[config.mk]
export PLATFORM = sky130hd
export DESIGN_NAME = fcd_core
export DESIGN_NICKNAME = d
export VERILOG_FILES = /design/src/design/fcd_core.v
export VERILOG_INCLUDE_DIRS = /design/src /design/src/design
export SDC_FILE = /design/constraint.sdc
export NUM_CORES = 1
export LEC_CHECK = 0
export BUFFER_PORTS_ARGS = -buffer_cell sky130_fd_sc_hd__buf_2
export CAP_MARGIN = 20
export CORE_ASPECT_RATIO = 1.75
export CORE_UTILIZATION = 44
export CTS_CLUSTER_DIAMETER = 80
export CTS_CLUSTER_SIZE = 25
export DETAILED_ROUTE_END_ITERATION = 8
export GPL_ROUTABILITY_DRIVEN = 0
export PLACE_DENSITY_LB_ADDON = 0.3
export SLEW_MARGIN = 40
export SYNTH_ARGS = -nofsm -noshare
export SYNTH_HDL_FRONTEND = slang
export SYNTH_HIERARCHICAL = 1
export SYNTH_SLANG_ARGS = --single-unit
[constraint.sdc]
create_clock -name sys_clk -period 5.2 [get_ports sys_clk]
set_clock_uncertainty 0.2 [all_clocks]
set_input_delay 1.04 -clock sys_clk [delete_from_list [all_inputs] [get_ports sys_clk]]
set_output_delay 1.04 -clock sys_clk [all_outputs]
set_load 0.005 [all_outputs]
[src/design/fcd_defs.vh]
// fcd_defs.vh: register offsets, field positions and reset values of the four channel dma core
// assumes inclusion by bare name from the core file
`ifndef FCD_DEFS_VH
`define FCD_DEFS_VH
// host port offsets above the channel registers (0..7: address and count of channels 0..3)
`define FCD_OFS_STATUS 4'h8
`define FCD_OFS_REQ 4'h9
`define FCD_OFS_MASK1 4'ha
`define FCD_OFS_MODE 4'hb
`define FCD_OFS_CLRFF 4'hc
`define FCD_OFS_TEMP 4'hd
`define FCD_OFS_CLRMASK 4'he
`define FCD_OFS_MASKALL 4'hf
// command register bits
`define FCD_CMD_M2M 0
`define FCD_CMD_HOLD0 1
`define FCD_CMD_DISABLE 2
`define FCD_CMD_COMPR 3
`define FCD_CMD_ROTATE 4
`define FCD_CMD_DREQLOW 6
`define FCD_CMD_DACKHIGH 7
// stored mode fields (written data bits 7..2)
`define FCD_MD_TYPE 1:0
`define FCD_MD_AUTO 2
`define FCD_MD_DEC 3
`define FCD_MD_MODE 5:4
`define FCD_TYPE_WRITE 2'h1
`define FCD_TYPE_READ 2'h2
`define FCD_MODE_DEMAND 2'h0
`define FCD_MODE_SINGLE 2'h1
`define FCD_MODE_BLOCK 2'h2
`define FCD_MODE_CASCADE 2'h3
// reset values
`define FCD_CMD_RST 8'h00
`define FCD_MASK_RST 4'hf
`define FCD_MODE_RST 6'h00
`define FCD_COUNT_TC 16'h0000
`define FCD_SYNC_INIT 22'h002007
`endif

[src/design/fcd_core.v]
// fcd_core.v: four channel dma sequencer with host register port, input synchroniser and byte fifo
// assumes one clock, pins sampled through three flops, tri-state wires resolved outside from the enables
// Operation
// - eight one-hot states; transfer starts after grant
// - not ready inserts wait before fourth state
// - memory move: four read, four write states
// - idle samples requests, raises hold request
// - program condition needs select low, grant low
// - low address selects register, strobes give direction
// - byte pointer picks low/high byte, clearable
// - software commands decoded from address only
// - single mode: one byte per hold handshake
// - count rollover raises terminal count, autoinit
// - block mode runs until count end
// - demand mode follows request; autoinit needs edge
// - cascade channel only acknowledges, no bus drive
// - transfer types pair strobes; verify drives none
// - memory move: channel 0 source, 1 destination
// - move: fixed source, no acknowledge, stops on end
// - autoinit reloads from base, mask untouched
// - fixed or rotating priority
// - arbitrate at grant edge, never preempt
// - compressed timing drops third state
// - upper address state on byte carry and on every byte of a memory move
// - end of process sets status, clears request
// - pulse end line low on count rollover
// - software request accepted in block mode only
`timescale 1ns/1ps
`include "fcd_defs.vh"

module fcd_sync #(
	parameter W = 1,
	parameter [W-1:0] INIT = {W{1'b0}}
) (
	input wire sys_clk,
	input wire sys_rst,
	input wire [W-1:0] async,
	output reg [W-1:0] filt
);
	reg [W-1:0] s1;
	reg [W-1:0] s2;
	reg [W-1:0] s3;
	integer k;
	// a bit only moves once the two later stages agree
	always @(posedge sys_clk) begin
		if (sys_rst) begin
			s1 <= INIT;
			s2 <= INIT;
			s3 <= INIT;
			filt <= INIT;
		end else begin
			s1 <= async;
			s2 <= s1;
			s3 <= s2;
			for (k = 0; k < W; k = k + 1) begin
				if (s2[k] == s3[k])
					filt[k] <= s3[k];
			end
		end
	end
endmodule

module fcd_fifo #(
	parameter WIDTH = 8,
	parameter DEPTH = 8,
	parameter AW = 3
) (
	input wire sys_clk,
	input wire sys_rst,
	input wire flush,
	input wire inValid,
	output wire inReady,
	input wire [WIDTH-1:0] inData,
	output wire outValid,
	input wire outReady,
	output wire [WIDTH-1:0] outData
);
	reg [WIDTH-1:0] mem [0:DEPTH-1];
	reg [AW-1:0] wrPtr_q;
	reg [AW-1:0] rdPtr_q;
	reg [AW:0] count_q;
	wire push = inValid && inReady;
	wire pop = outValid && outReady;
	assign inReady = count_q != DEPTH[AW:0];
	assign outValid = count_q != {(AW+1){1'b0}};
	assign outData = mem[rdPtr_q];
	always @(posedge sys_clk) begin
		if (sys_rst || flush) begin
			wrPtr_q <= {AW{1'b0}};
			rdPtr_q <= {AW{1'b0}};
			count_q <= {(AW+1){1'b0}};
		end else begin
			if (push) begin
				mem[wrPtr_q] <= inData;
				wrPtr_q <= (wrPtr_q == DEPTH[AW-1:0] - 1'b1) ? {AW{1'b0}} : wrPtr_q + 1'b1;
			end
			if (pop)
				rdPtr_q <= (rdPtr_q == DEPTH[AW-1:0] - 1'b1) ? {AW{1'b0}} : rdPtr_q + 1'b1;
			if (push && !pop)
				count_q <= count_q + 1'b1;
			else if (pop && !push)
				count_q <= count_q - 1'b1;
		end
	end
endmodule

module fcd_core (
	input wire sys_clk,
	input wire sys_rst,
	input wire chipSelectN,
	input wire ioReadInN,
	input wire ioWriteInN,
	input wire [3:0] addrIn,
	input wire [7:0] dataIn,
	input wire [3:0] channelRequestIn,
	input wire holdGrant,
	input wire readyIn,
	input wire endOfProcessInN,
	output reg holdRequest,
	output reg [3:0] channelAcknowledgeOut,
	output reg addressEnable,
	output reg upperAddressStrobe,
	output reg [7:0] addrOut,
	output reg addrOe,
	output reg [7:0] dataOut,
	output reg dataOe,
	output reg ioReadOutN,
	output reg ioWriteOutN,
	output reg ioStrobeOe,
	output reg memoryReadStrobeN,
	output reg memoryWriteStrobeN,
	output reg memStrobeOe,
	output reg endOfProcessOut,
	output reg endOfProcessOe,
	output reg terminalCount
);
	localparam ST_IDLE = 8'h01;
	localparam ST_HWAIT = 8'h02;
	localparam ST_S1 = 8'h04;
	localparam ST_S2 = 8'h08;
	localparam ST_S3 = 8'h10;
	localparam ST_SW = 8'h20;
	localparam ST_S4 = 8'h40;
	localparam ST_CASC = 8'h80;

	wire [21:0] sy;
	fcd_sync #(.W(22), .INIT(`FCD_SYNC_INIT)) uSync (
		.sys_clk(sys_clk),
		.sys_rst(sys_rst),
		.async({dataIn, endOfProcessInN, readyIn, holdGrant, channelRequestIn, addrIn, ioWriteInN, ioReadInN,
			chipSelectN}),
		.filt(sy)
	);
	wire csS = sy[0];
	wire iorS = sy[1];
	wire iowS = sy[2];
	wire [3:0] aS = sy[6:3];
	wire [3:0] reqS = sy[10:7];
	wire grantS = sy[11];
	wire readyS = sy[12];
	wire eopS = sy[13];
	wire [7:0] dS = sy[21:14];

	reg [7:0] state_q;
	reg [7:0] state_d;
	reg [1:0] chan_q;
	reg [1:0] chan_d;
	reg memPhase_q;
	reg memPhase_d;
	reg m2m_q;
	reg m2m_d;
	reg [7:0] cmd_q;
	reg [3:0] mask_q;
	reg [3:0] swReq_q;
	reg [3:0] tcStat_q;
	reg [3:0] needEdge_q;
	reg [7:0] temp_q;
	reg ff_q;
	reg [1:0] last_q;
	reg iorPrev_q;
	reg iowPrev_q;
	reg grantPrev_q;
	reg [5:0] mode_q [0:3];
	reg [15:0] baseA_q [0:3];
	reg [15:0] baseC_q [0:3];
	reg [15:0] curA_q [0:3];
	reg [15:0] curC_q [0:3];
	integer i;
	integer j;

	function [2:0] fcdPick;
		input [3:0] r;
		input [1:0] s;
		reg [1:0] n;
		integer m;
		begin
			fcdPick = 3'h0;
			for (m = 3; m >= 0; m = m - 1) begin
				n = s + m[1:0];
				if (r[n])
					fcdPick = {1'b1, n};
			end
		end
	endfunction

	// host side decode
	wire progCond = (state_q == ST_IDLE) && !csS && !grantS;
	wire wrEv = progCond && iowS && !iowPrev_q;
	wire rdEndEv = progCond && iorS && !iorPrev_q;
	wire mclr = wrEv && (aS == `FCD_OFS_TEMP);
	wire [1:0] hc = aS[2:1];

	// requests and arbitration
	wire [3:0] dreqAct = cmd_q[`FCD_CMD_DREQLOW] ? ~reqS : reqS;
	wire [3:0] pend = ((dreqAct & ~mask_q & ~needEdge_q) | swReq_q) & {4{!cmd_q[`FCD_CMD_DISABLE]}};
	wire [1:0] rotStart = last_q + 2'h1;
	wire [2:0] pk = fcdPick(pend, cmd_q[`FCD_CMD_ROTATE] ? rotStart : 2'h0);

	// transfer bookkeeping at the fourth state
	wire [1:0] aCh = (m2m_q && memPhase_q) ? 2'h1 : chan_q;
	wire [5:0] md = mode_q[chan_q];
	wire [15:0] stepA = mode_q[aCh][`FCD_MD_DEC] ? curA_q[aCh] - 16'h0001 : curA_q[aCh] + 16'h0001;
	wire upperChg = stepA[15:8] != curA_q[aCh][15:8];
	wire holdSrc = m2m_q && !memPhase_q && cmd_q[`FCD_CMD_HOLD0];
	wire tcHit = (!m2m_q || memPhase_q) && (curC_q[aCh] == `FCD_COUNT_TC);
	wire endSvc = tcHit || !eopS;
	wire doneSvc = (state_q == ST_S4) && endSvc;
	wire [3:0] hitMask = m2m_q ? 4'h3 : (4'h1 << chan_q);
	reg cont;
	always @* begin
		case (md[`FCD_MD_MODE])
			`FCD_MODE_SINGLE: cont = 1'b0;
			`FCD_MODE_DEMAND: cont = dreqAct[chan_q];
			default: cont = 1'b1;
		endcase
	end

	wire fifoInReady;
	wire fifoOutValid;
	wire [7:0] fifoOut;
	wire fifoPush = (state_q == ST_S4) && m2m_q && !memPhase_q;
	wire fifoPop = (state_q == ST_S4) && m2m_q && memPhase_q;
	// the move byte passes this buffer; a full buffer stalls the read half, an empty one the write half
	fcd_fifo #(.WIDTH(8), .DEPTH(8), .AW(3)) uFifo (
		.sys_clk(sys_clk),
		.sys_rst(sys_rst),
		.flush(mclr || doneSvc),
		.inValid(fifoPush),
		.inReady(fifoInReady),
		.inData(dS),
		.outValid(fifoOutValid),
		.outReady(fifoPop),
		.outData(fifoOut)
	);

	always @* begin
		state_d = state_q;
		chan_d = chan_q;
		memPhase_d = memPhase_q;
		m2m_d = m2m_q;
		case (state_q)
			ST_IDLE: if (pend != 4'h0 && !grantS && !progCond) state_d = ST_HWAIT;
			ST_HWAIT: if (grantS && !grantPrev_q) begin
				if (!pk[2]) begin
					state_d = ST_IDLE;
				end else begin
					chan_d = pk[1:0];
					memPhase_d = 1'b0;
					m2m_d = cmd_q[`FCD_CMD_M2M] && pk[1:0] == 2'h0 && swReq_q[0];
					state_d = (mode_q[pk[1:0]][`FCD_MD_MODE] == `FCD_MODE_CASCADE) ? ST_CASC : ST_S1;
				end
			end
			ST_CASC: if (!dreqAct[chan_q]) state_d = ST_IDLE;
			ST_S1: state_d = ST_S2;
			ST_S2: if (!m2m_q || (memPhase_q ? fifoOutValid : fifoInReady)) begin
				if (cmd_q[`FCD_CMD_COMPR] && !m2m_q)
					state_d = readyS ? ST_S4 : ST_SW;
				else
					state_d = ST_S3;
			end
			ST_S3: state_d = readyS ? ST_S4 : ST_SW;
			ST_SW: if (readyS) state_d = ST_S4;
			ST_S4: begin
				if (m2m_q)
					memPhase_d = !memPhase_q;
				if (endSvc || (!m2m_q && !cont)) begin
					state_d = ST_IDLE;
					m2m_d = 1'b0;
				end else begin
					state_d = (upperChg || m2m_q) ? ST_S1 : ST_S2;
				end
			end
			default: state_d = ST_IDLE;
		endcase
	end

	// control state; master clear acts as reset except on the channel registers
	always @(posedge sys_clk) begin
		if (sys_rst || mclr) begin
			state_q <= ST_IDLE;
			chan_q <= 2'h0;
			memPhase_q <= 1'b0;
			m2m_q <= 1'b0;
			cmd_q <= `FCD_CMD_RST;
			mask_q <= `FCD_MASK_RST;
			swReq_q <= 4'h0;
			tcStat_q <= 4'h0;
			needEdge_q <= 4'h0;
			temp_q <= 8'h00;
			ff_q <= 1'b0;
			last_q <= 2'h3;
		end else begin
			state_q <= state_d;
			chan_q <= chan_d;
			memPhase_q <= memPhase_d;
			m2m_q <= m2m_d;
			if (wrEv) begin
				case (aS)
					`FCD_OFS_STATUS: cmd_q <= dS;
					`FCD_OFS_REQ: begin
						if (!dS[2])
							swReq_q[dS[1:0]] <= 1'b0;
						else if (mode_q[dS[1:0]][`FCD_MD_MODE] == `FCD_MODE_BLOCK &&
							(!cmd_q[`FCD_CMD_M2M] || dS[1:0] == 2'h0))
							swReq_q[dS[1:0]] <= 1'b1;
					end
					`FCD_OFS_MASK1: mask_q[dS[1:0]] <= dS[2];
					`FCD_OFS_CLRFF: ff_q <= 1'b0;
					`FCD_OFS_CLRMASK: mask_q <= 4'h0;
					`FCD_OFS_MASKALL: mask_q <= dS[3:0];
					default: ;
				endcase
			end
			if ((wrEv || rdEndEv) && !aS[3])
				ff_q <= !ff_q;
			if (rdEndEv && aS == `FCD_OFS_STATUS)
				tcStat_q <= 4'h0;
			if (state_q == ST_HWAIT && pk[2] && grantS && !grantPrev_q)
				last_q <= pk[1:0];
			for (j = 0; j < 4; j = j + 1) begin
				if (!dreqAct[j])
					needEdge_q[j] <= 1'b0;
			end
			if (fifoPop)
				temp_q <= fifoOut;
			if (doneSvc) begin
				tcStat_q <= tcStat_q | hitMask;
				swReq_q <= swReq_q & ~hitMask;
				for (j = 0; j < 4; j = j + 1) begin
					if (hitMask[j] && mode_q[j][`FCD_MD_AUTO]) begin
						if (mode_q[j][`FCD_MD_MODE] == `FCD_MODE_DEMAND)
							needEdge_q[j] <= 1'b1;
					end else if (hitMask[j]) begin
						mask_q[j] <= 1'b1;
					end
				end
			end
		end
	end

	// channel registers; base and current are written together by the host
	always @(posedge sys_clk) begin
		if (sys_rst) begin
			for (i = 0; i < 4; i = i + 1) begin
				mode_q[i] <= `FCD_MODE_RST;
				baseA_q[i] <= 16'h0000;
				baseC_q[i] <= 16'h0000;
				curA_q[i] <= 16'h0000;
				curC_q[i] <= 16'h0000;
			end
		end else begin
			if (wrEv && !aS[3]) begin
				if (aS[0] && ff_q) begin
					baseC_q[hc][15:8] <= dS;
					curC_q[hc][15:8] <= dS;
				end else if (aS[0]) begin
					baseC_q[hc][7:0] <= dS;
					curC_q[hc][7:0] <= dS;
				end else if (ff_q) begin
					baseA_q[hc][15:8] <= dS;
					curA_q[hc][15:8] <= dS;
				end else begin
					baseA_q[hc][7:0] <= dS;
					curA_q[hc][7:0] <= dS;
				end
			end
			if (wrEv && aS == `FCD_OFS_MODE)
				mode_q[dS[1:0]] <= dS[7:2];
			if (state_q == ST_S4) begin
				if (!holdSrc)
					curA_q[aCh] <= stepA;
				if (!m2m_q || memPhase_q) begin
					curC_q[aCh] <= curC_q[aCh] - 16'h0001;
					if (m2m_q)
						curC_q[0] <= curC_q[0] - 16'h0001;
				end
				for (i = 0; i < 4; i = i + 1) begin
					if (endSvc && hitMask[i] && mode_q[i][`FCD_MD_AUTO]) begin
						curA_q[i] <= baseA_q[i];
						curC_q[i] <= baseC_q[i];
					end
				end
			end
		end
	end

	// read data for the host
	reg [7:0] rdData;
	always @* begin
		rdData = 8'h00;
		if (!aS[3])
			rdData = ff_q ? (aS[0] ? curC_q[hc][15:8] : curA_q[hc][15:8]) :
				(aS[0] ? curC_q[hc][7:0] : curA_q[hc][7:0]);
		else if (aS == `FCD_OFS_STATUS)
			rdData = {dreqAct | swReq_q, tcStat_q};
		else if (aS == `FCD_OFS_TEMP)
			rdData = temp_q;
	end

	// pin outputs, registered from the next state except end of process and terminal count, which follow the current state
	wire svcD = (state_d & 8'h7c) != 8'h00;
	wire rdPhase = (state_d & 8'h70) != 8'h00;
	wire wrPhase = (state_d & 8'h60) != 8'h00;
	wire [1:0] aChD = (m2m_d && memPhase_d) ? 2'h1 : chan_d;
	wire [1:0] typD = mode_q[chan_d][`FCD_MD_TYPE];
	// forward the stepped address so the next transfer never shows the stale one
	wire [15:0] addrNow = (state_q == ST_S4 && aCh == aChD && !holdSrc) ? stepA : curA_q[aChD];
	wire dackOn = (svcD && !m2m_d) || state_d == ST_CASC;
	wire [3:0] dackHot = dackOn ? (4'h1 << chan_d) : 4'h0;
	always @(posedge sys_clk) begin
		if (sys_rst) begin
			iorPrev_q <= 1'b1;
			iowPrev_q <= 1'b1;
			grantPrev_q <= 1'b0;
			holdRequest <= 1'b0;
			channelAcknowledgeOut <= 4'hf;
			addressEnable <= 1'b0;
			upperAddressStrobe <= 1'b0;
			addrOut <= 8'h00;
			addrOe <= 1'b0;
			dataOut <= 8'h00;
			dataOe <= 1'b0;
			ioReadOutN <= 1'b1;
			ioWriteOutN <= 1'b1;
			ioStrobeOe <= 1'b0;
			memoryReadStrobeN <= 1'b1;
			memoryWriteStrobeN <= 1'b1;
			memStrobeOe <= 1'b0;
			endOfProcessOut <= 1'b0;
			endOfProcessOe <= 1'b0;
			terminalCount <= 1'b0;
		end else begin
			iorPrev_q <= iorS;
			iowPrev_q <= iowS;
			grantPrev_q <= grantS;
			holdRequest <= state_d != ST_IDLE;
			channelAcknowledgeOut <= cmd_q[`FCD_CMD_DACKHIGH] ? dackHot : ~dackHot;
			addressEnable <= svcD;
			upperAddressStrobe <= state_d == ST_S1;
			addrOut <= addrNow[7:0];
			addrOe <= svcD;
			if (state_d == ST_S1) begin
				dataOut <= addrNow[15:8];
				dataOe <= 1'b1;
			end else if (svcD && m2m_d && memPhase_d) begin
				dataOut <= fifoOut;
				dataOe <= 1'b1;
			end else begin
				dataOut <= rdData;
				dataOe <= progCond && !iorS;
			end
			// verify type matches neither pairing, so no strobe moves
			ioReadOutN <= !(!m2m_d && typD == `FCD_TYPE_WRITE && rdPhase);
			memoryWriteStrobeN <= !(m2m_d ? (memPhase_d && wrPhase) : (typD == `FCD_TYPE_WRITE && wrPhase));
			memoryReadStrobeN <= !(m2m_d ? (!memPhase_d && rdPhase) : (typD == `FCD_TYPE_READ && rdPhase));
			ioWriteOutN <= !(!m2m_d && typD == `FCD_TYPE_READ && wrPhase);
			ioStrobeOe <= svcD;
			memStrobeOe <= svcD;
			endOfProcessOut <= 1'b0;
			endOfProcessOe <= (state_q == ST_S4) && tcHit;
			terminalCount <= (state_q == ST_S4) && tcHit;
		end
	end
endmodule

## After elaboration in Yosys (flattened, before gate mapping)

Memories as Yosys holds them, arrays and structs flattened. A register that Yosys moved wholly into a read port is not among the register bits.
Index checks and enable logic that the tools add are counted.

| storage, ports and cells | value |
|---|---|
| bits in registers | 177 |
| memory bits (writable) | 344 |
| output and inout bits | 34 |
| logic and storage cells | 502 |
| memories kept | 6 |

| operators by class | value |
|---|---|
| $add $sub $neg | 12 |
| order comparisons | 7 |
| equality and inequality tests | 60 |
| shifts and indexed selects | 2 |
| muxes and demuxes | 186 |
| bitwise operators | 48 |
| reduce and logical (&&, ||, !) cells | 126 |

Memories:

| memory | depth | width | rd ports | clocked after memory_dff | wr ports | line | source |
|---|---|---|---|---|---|---|---|
| baseA_q | 4 | 16 | 4 | 0 | 4 | fcd_core.v:184 | `reg [15:0] baseA_q [0:3];` |
| baseC_q | 4 | 16 | 4 | 0 | 4 | fcd_core.v:185 | `reg [15:0] baseC_q [0:3];` |
| curA_q | 4 | 16 | 3 | 0 | 5 | fcd_core.v:186 | `reg [15:0] curA_q [0:3];` |
| curC_q | 4 | 16 | 3 | 0 | 5 | fcd_core.v:187 | `reg [15:0] curC_q [0:3];` |
| uFifo.mem | 8 | 8 | 1 | 1 | 1 | fcd_core.v:78 | `reg [WIDTH-1:0] mem [0:DEPTH-1];` |
| mode_q | 4 | 6 | 9 | 1 | 4 | fcd_core.v:183 | `reg [5:0] mode_q [0:3];` |

Operators by type and width:

| operator | count |
|---|---|
| $mux W16 | 15 |
| $mux W8 | 15 |
| $mux W1 | 99 |
| $mux W4 | 18 |
| $logic_and A1 B1 Y1 | 64 |
| $pmux W8 S8 | 1 |
| $reduce_or A16 Y1 | 4 |
| $sub A16 B1 Y16 const B | 3 |
| $eq A4 B4 Y1 const B | 8 |
| $mux W2 | 16 |
| $logic_not A1 Y1 | 24 |
| $mux W3 | 8 |
| $not A4 Y4 | 6 |
| $reduce_bool A8 Y1 | 3 |
| $eq A1 B1 Y1 | 22 |
| $eq A2 B2 Y1 const B | 11 |
| $and A4 B4 Y4 | 5 |
| $lt A2 B3 Y1 const B | 6 |
| $add A16 B1 Y16 const B | 1 |
| $and A1 B1 Y1 | 16 |
| $eq A8 B3 Y1 const B | 2 |
| $eq A8 B8 Y1 const B | 2 |
| $logic_not A16 Y1 | 1 |
| $or A4 B4 Y4 | 4 |
| 36 further kinds | 87 |

## Logic depth before layout (Yosys ltp)

Gate-level depths: netlist of run 1.

| logic depth | value |
|---|---|
| depth after elaboration | 25 |
| mapped depth | 23 |
| gate-level depth less buffers | 17 |

## Cells and area by module

The synthesis of run 1 kept the hierarchy.

By module, submodules not included:

| module | times used | cells each | area each (µm²) | sequential area each (µm²) |
|---|---|---|---|---|
| fcd_core | 1 | 1898 | 20239.4 | 9969.6 |
| fcd_fifo | 1 | 171 | 3145.5 | 2182.1 |
| fcd_sync | 1 | 229 | 2542.4 | 1761.7 |

## Worst setup path before layout of run 1

OpenSTA, ideal clock, no wires.

| path | value |
|---|---|
| path kind | register to register |
| start point | register m2m_q |
| end point | memory curA_q[0][15] (data pin) |
| library setup time | 256 ps |
| arrival | 4358 ps |
| data required time | 4744 ps |
| slack | 386 ps |
| cell stages (with the launch flop) | 21 |
| buffers on the path | 5 |
| clock period less this slack | 4814 ps |
| cell sequence | dfxtp_1 > ha_1 > buf_2 > buf_1 > nor2_1 > a2bb2oi_1 > nand2_1 > buf_4 > inv_1 > buf_2 > ha_1 > clkbuf_1 > a21o_1 > a21oi_1 > o21ai_0 > a221oi_1 > o22ai_2 > o311ai_0 > xor2_1 > mux2_2 > a22o_1 |

RTL lines:

| what | line | source |
|---|---|---|
| start: declaration | fcd_core.v:170 | `reg m2m_q;` |
| start signal: assignment | fcd_core.v:316 | `m2m_q <= m2m_d;` |
| end: declaration | fcd_core.v:186 |  |

==> results.yml, run 1 <==
detailed_routing:
  drc: 0
  drtPass1Iterations: 6
  first_iter_violations: 2096
  routed_wl_um: 80700
  avgRoutedWirePerCell_um: 25.8
  post_drt_via_cell_ratio: 6.16
  drt.antenna.violating_nets: 0
  vias: 19200
worst_hold_path:
  hold_depth: 1
  hold_class: "flop to flop"
pwr:
  power_frac_clock_pct: 30.8
  p_int_mw: 5.55
  p_per_area_mw_per_mm2: 254
  p_comb_share_pct: 4.8
  p_sw_share_pct: 21.9
  ir_drop_mv: 0.219
  p_leak_nw: 9.85
  seq_power_share_pct: 64.4
  p_switching_mw: 1.56
clock_tree:
  cts_tree: "built"
  root_buffer: "clkbuf_16"
  cts_buffers: 24
  clkTransAtPathRegs_ns: 0.12
  clock_latency_ns: 0.61
  clockBufferDepth: 3
  clock-sinks: 523
  htreeDepth: 1
  postCtsSetupBuffers: 0
grt:
  grt_max_degree: 117
  grt_pass1_vias: 19100
  grtUsageTotal_pct: 27.1
  antenna_found_initial: 3
  grt_overflow_total: 0
  grt_pass1_wl_um: 120000
critical_path:
  cp-start-kind: "flop"
  slowest_delay_ns: 0.52
  cp_cell_sequence: "buf_4, mux2i_1, a2bb2oi_1, a222oi_1, nand4b_1, o31ai_4, buf_4, nand4b_1, a21oi_1, or3_1, buf_4, o21a_1, nand3_1"
  worstPathRequired_ns: 5.22
  path_common_cell: "buf_4"
  crit_path_max_fanout: 24
  r2r_cells: 13
  endpoint_kind: "flop"
  cp_slowest_cell: "dfxtp_2"
  critical_path_class: "flop to flop"
  arrival_ns: 4.85
sta:
  setup_tns_ns: 0
  fin_crit_sh_pct: 92.7
  slew_violations: 0
  hold_viol: 0
  worstMarginPinSlew_ns: 0.946
  rsz0062_at_grt: "no"
  slew-limit-headroom_pct: 36.7
  worst_slack_ns: 0.378
  holdWs_ns: 0.219
  fmax_mhz: 207
  setup_viol: 0
  min_period_ns: 4.82
synthesis:
  syn_nets: 2343
  avgSynthCellArea_sq_um: 11.3
  synth_cells: 2298
  synth_cell_types: 107
  synth_seq_cells: 523
  synth_edf_count: 344
  synth_seq_area_share_pct: 53.7
  yosysWarnings: 6
  async_flop_share_pct: 0
  netlist_area_sq_mm: 0.0259
  synth_flop_cell: "edfxtp_1"
final_layout:
  fin_nets: 2380
  finalInstanceArea_sq_mm: 0.0280
  final_layout_size_suffix_gt1_share_pct: 15.1
  synthToLayoutAreaGrowth_pct: 8.12
  fin_util_pct: 48.1
die:
  dieArea_sq_mm: 0.0599
  die-height_um: 323
  core_sq_mm: 0.0583
  start_util_pct: 44.5
  rows: 117
  die-width_um: 186
  io-pin-count: 58
placed_design:
  placed_area_sq_mm: 0.0273
  portBuffers: 56
  dp_slack_ns: 0.312
  post-dp-hpwl_um: 60900
flow_run:
  maxCapViolCount: 0
outcome:
  status: "finished clean"
worst paths after layout:
check               from       endpoint  slack, ns
max            chan_q[0]  curC_q[0][14]       0.38
min          uSync/s1[1]    uSync/s2[1]       0.22
max reg2reg    chan_q[0]  curC_q[0][14]       0.38
min reg2reg  uSync/s1[1]    uSync/s2[1]       0.22
critical path: cells and delay by family, from the launching register on:
family / cells / cell delay (ns)
multiplexers: 1 / 0.26
AO/OA/AOI/OAI: 5 / 1.41
AND/OR/NAND/NOR: 4 / 1.25
flip-flops: 1 / 0.52
buffers and inverters: 3 / 0.77
registers in the layout, indices dropped and copies added, names as in the netlist, 8 cells and up, named ones only:
| signal | flops |
|---|---|
| addrOut | 8 |
| baseA_q | 64 |
| baseC_q | 64 |
| curA_q | 64 |
| curC_q | 64 |
| dataOut | 8 |
| mode_q | 24 |
| state_q | 8 |
| temp_q | 8 |
| uFifo/mem | 64 |
| uSync/filt | 22 |
| uSync/s1 | 22 |
| uSync/s2 | 22 |
| uSync/s3 | 22 |
power by group through the flow:
stage	Sequential (mW)	Combinational (mW)	Clock (mW)
after floorplan	4.64	0.223	0
after global placement	4.67	0.326	0
after detailed placement	4.67	0.332	0
after CTS	4.58	0.334	2.22
after global routing	4.59	0.368	2.36
final	4.58	0.343	2.19
what timing repair did:
item	CTS	global route
hold buffers	0	0
gates resized for setup	0	5
endpoints found under the setup margin	0	70
logic make-up after synthesis:
kind of cell | count (synthesis) | share of synthesized area (%)
AND/OR/NAND/NOR | 787 | 14.5
flip-flops | 523 | 53.7
AO/OA/AOI/OAI | 521 | 14.4
buffers and inverters | 195 | 3.46
multiplexers | 191 | 10.8
XOR/XNOR | 57 | 1.95
adder cells (fa/ha/maj) | 23 | 1.15
other | 1 | 0.0145
layout make-up:
type                    instances  area, sq um
diodes                          1         2.50
flip-flops and latches        523        13900
fillers                      5222        30200
multi-input cells            1580        11200
well taps                     773          967
inverters                      59          221
repair buffers                147          986
clock buffers                  41          696
cells in the final DEF (no fill, tap or decap), drive strengths merged, types with 16 or more instances in the layout:
master,netlist,layout
a211oi,22,22
a21oi,100,100
a22o,79,79
a22oi,20,20
a2bb2oi,18,18
a31oi,16,16
and2,24,24
buf,64,147
clkbuf,72,41
dfxtp,179,179
edfxtp,344,344
ha,19,19
inv,57,57
mux2,57,57
mux2i,74,74
mux4,60,60
nand2,223,223
nand2b,23,23
nand3,33,33
nor2,236,236
nor2b,82,82
nor3,60,60
o21ai,95,95
o22ai,38,38
or2,22,22
xnor2,29,29
xor2,28,28
metrics by stage:
step,instances,power (mW)
floorplan,2298,4.86
global placement,3080,4.99
detailed placement,3081,5.00
CTS,3122,7.13
global route,3123,7.32
finish,3124,7.11
per-layer routing:
metal  wire length, um  global-route usage, %  share of wire (%)
met5                14                      0              0.017
met4              7510                   21.4                9.3
met3              5350                   3.42                6.6
met2             40100                   47.6                 50
met1             27700                   29.2                 34
cells in the mapped netlist, types with 9 or more instances:
| master | instances | share of area (%) |
|---|---|---|
| a211oi_1 | 20 | 0.58 |
| a21oi_1 | 100 | 1.9 |
| a222oi_1 | 10 | 0.39 |
| a22o_1 | 79 | 2.7 |
| a22oi_1 | 20 | 0.58 |
| a2bb2oi_1 | 17 | 0.57 |
| a31oi_1 | 16 | 0.39 |
| and2_1 | 22 | 0.53 |
| and3_1 | 13 | 0.31 |
| buf_1 | 14 | 0.20 |
| buf_2 | 27 | 0.52 |
| buf_4 | 13 | 0.38 |
| buf_6 | 9 | 0.39 |
| clkbuf_1 | 72 | 1.0 |
| dfxtp_1 | 179 | 14 |
| edfxtp_1 | 344 | 40 |
| ha_1 | 19 | 0.92 |
| inv_1 | 56 | 0.81 |
| mux2_2 | 53 | 2.3 |
| mux2i_1 | 74 | 2.9 |
| mux4_1 | 15 | 1.5 |
| mux4_2 | 45 | 3.9 |
| nand2_1 | 221 | 3.2 |
| nand2b_1 | 23 | 0.55 |
| nand3_1 | 33 | 0.64 |
| nor2_1 | 234 | 3.4 |
| nor2b_1 | 82 | 2.0 |
| nor3_1 | 59 | 1.1 |
| nor4_1 | 13 | 0.31 |
| o211ai_1 | 13 | 0.38 |
| o21a_1 | 14 | 0.41 |
| o21ai_0 | 55 | 1.1 |
| o21ai_1 | 37 | 0.71 |
| o22ai_1 | 35 | 0.84 |
| or2_2 | 20 | 0.48 |
| or3_1 | 11 | 0.27 |
| xnor2_1 | 28 | 0.95 |
| xor2_1 | 28 | 0.95 |
No activity file was read; power rests on OpenSTA's default activity.
==> run 2, diff against run 1 <==
Settings changed: CORE_UTILIZATION 44 to 57.
==> results.yml, run 2 (synthesis results as in run 1) <==
placed_design:
  dpl.cell_count: 2882
  post-dp-hpwl_um: 57900
  portBuffers: 56
  placed_area_sq_mm: 0.0270
sta:
  fin_crit_sh_pct: 96.1
  worstMarginPinSlew_ns: 0.873
  min_period_ns: 5.00
  setup_tns_ns: 0
  rsz0062_at_grt: "no"
  holdWs_ns: 0.229
  hold_viol: 0
  slew_violations: 0
  slew-limit-headroom_pct: 41.6
  fmax_mhz: 200
  setup_viol: 0
clock_tree:
  clkTransAtPathRegs_ns: 0.10
  clock-sinks: 523
  cts_buffers: 24
  clockBufferDepth: 3
  cts_tree: "built"
  postCtsHoldBufs: 0
  root_buffer: "clkbuf_16"
  htreeDepth: 1
  clock_latency_ns: 0.61
grt:
  grt_max_degree: 82
  antenna_found_initial: 2
  grt_pass1_wl_um: 118000
  grt_pass1_vias: 19400
  grt_overflow_total: 0
  grtUsageTotal_pct: 34.5
die:
  dieArea_sq_mm: 0.0464
  start_util_pct: 57.6
  die-height_um: 284
  die-width_um: 163
  core_sq_mm: 0.0450
  io-pin-count: 58
  rows: 103
critical_path:
  r2r_cells: 16
  endpoint_kind: "flop"
  arrival_ns: 5.14
  path_common_cell: "buf_4"
  worstPathRequired_ns: 5.34
  slowest_delay_ns: 0.63
  cp_cell_sequence: "buf_4, nand2b_1, o22a_1, nand2_1, inv_1, buf_4, buf_4, ha_1, inv_1, o21bai_1, o41ai_1, a22o_1, a21boi_0, xnor2_1, mux2_4, mux2_2"
  cp-start-kind: "flop"
  critical_path_class: "flop to flop"
  crit_path_max_fanout: 9
  cp_slowest_cell: "dfxtp_1"
pwr:
  p_leak_nw: 9.82
  ir_drop_mv: 0.342
  total_power_mw: 7.10
  p_per_area_mw_per_mm2: 256
detailed_routing:
  post_drt_via_cell_ratio: 6.72
  drt.antenna.violating_nets: 0
  vias: 19700
  avgRoutedWirePerCell_um: 27.0
  drtPass1Iterations: 7
  drc: 0
  routed_wl_um: 79000
  first_iter_violations: 2539
final_layout:
  final_common_cell: "edfxtp_1"
  multi_input_area_sq_mm: 0.0112
  synthToLayoutAreaGrowth_pct: 6.93
  final_layout_size_suffix_gt1_share_pct: 14.9
  seq_area_sq_mm: 0.0139
  layout_common_cells: "edfxtp_1, nor2_1, nand2_1"
  fin_nets: 2378
  n_fill_cell: 3509
  fin_cells: 2927
  finalInstanceArea_sq_mm: 0.0277
worst_hold_path:
  hold_class: "flop to flop"
  hold_depth: 1
outcome:
  status: "finished clean"
flow_run:
  maxCapViolCount: 0
run 2: final timing paths:
path                        end  slack (ns)         from
setup reg to reg  curA_q[3][14]        0.20    chan_q[1]
hold reg to reg     uSync/s2[2]        0.23  uSync/s1[2]
setup / recovery  curA_q[3][14]        0.20    chan_q[1]
hold / removal      uSync/s2[2]        0.23  uSync/s1[2]
run 2: critical path, delay by kind of cell, from the launching register on:
family / cells / cell delay [ns]
AO/OA/AOI/OAI: 5 / 1.62
XOR/XNOR: 1 / 0.21
adder cells (fa/ha/maj): 1 / 0.33
buffers and inverters: 5 / 0.86
flip-flops: 1 / 0.63
multiplexers: 2 / 0.60
AND/OR/NAND/NOR: 2 / 0.27
run 2: layout make-up:
type                       count  share of cell area (%)
sequential                   523                    50.2
multi-input combinational   1580                    40.4
timing repair buffer         145                    3.46
tap                          577                    2.60
clock buffer                  41                    2.51
inverter                      59                   0.799
antenna                        2                  0.0181
run 2: per-stage QoR:
step	worst slack, ns	utilization (%)
after floorplan	0.386	-
after CTS	0.240	61.6
after global routing	0.0407	61.6
final	0.201	61.6
after detailed placement	0.299	60.0
after global placement	0.452	60.0
run 2: metal layers:
layer,track usage (%),routed length (um)
met1,38.8,26100
met2,56.7,38100
met3,6.76,7250
met4,27.3,7490
met5,0,11
run 2: repair_timing:
item	CTS	global route
gates resized for setup	0	3
buffers inserted	0	0
endpoints found under the setup margin	0	6
run 2: power by group:
group          switching, mW  leakage [nW]  total, mW  internal, mW
registers             0.0736          4.91       4.58          4.51
clock network           1.26         0.333       2.18         0.919
logic                  0.215          4.57      0.338         0.123
total                   1.55          9.82       7.10          5.55
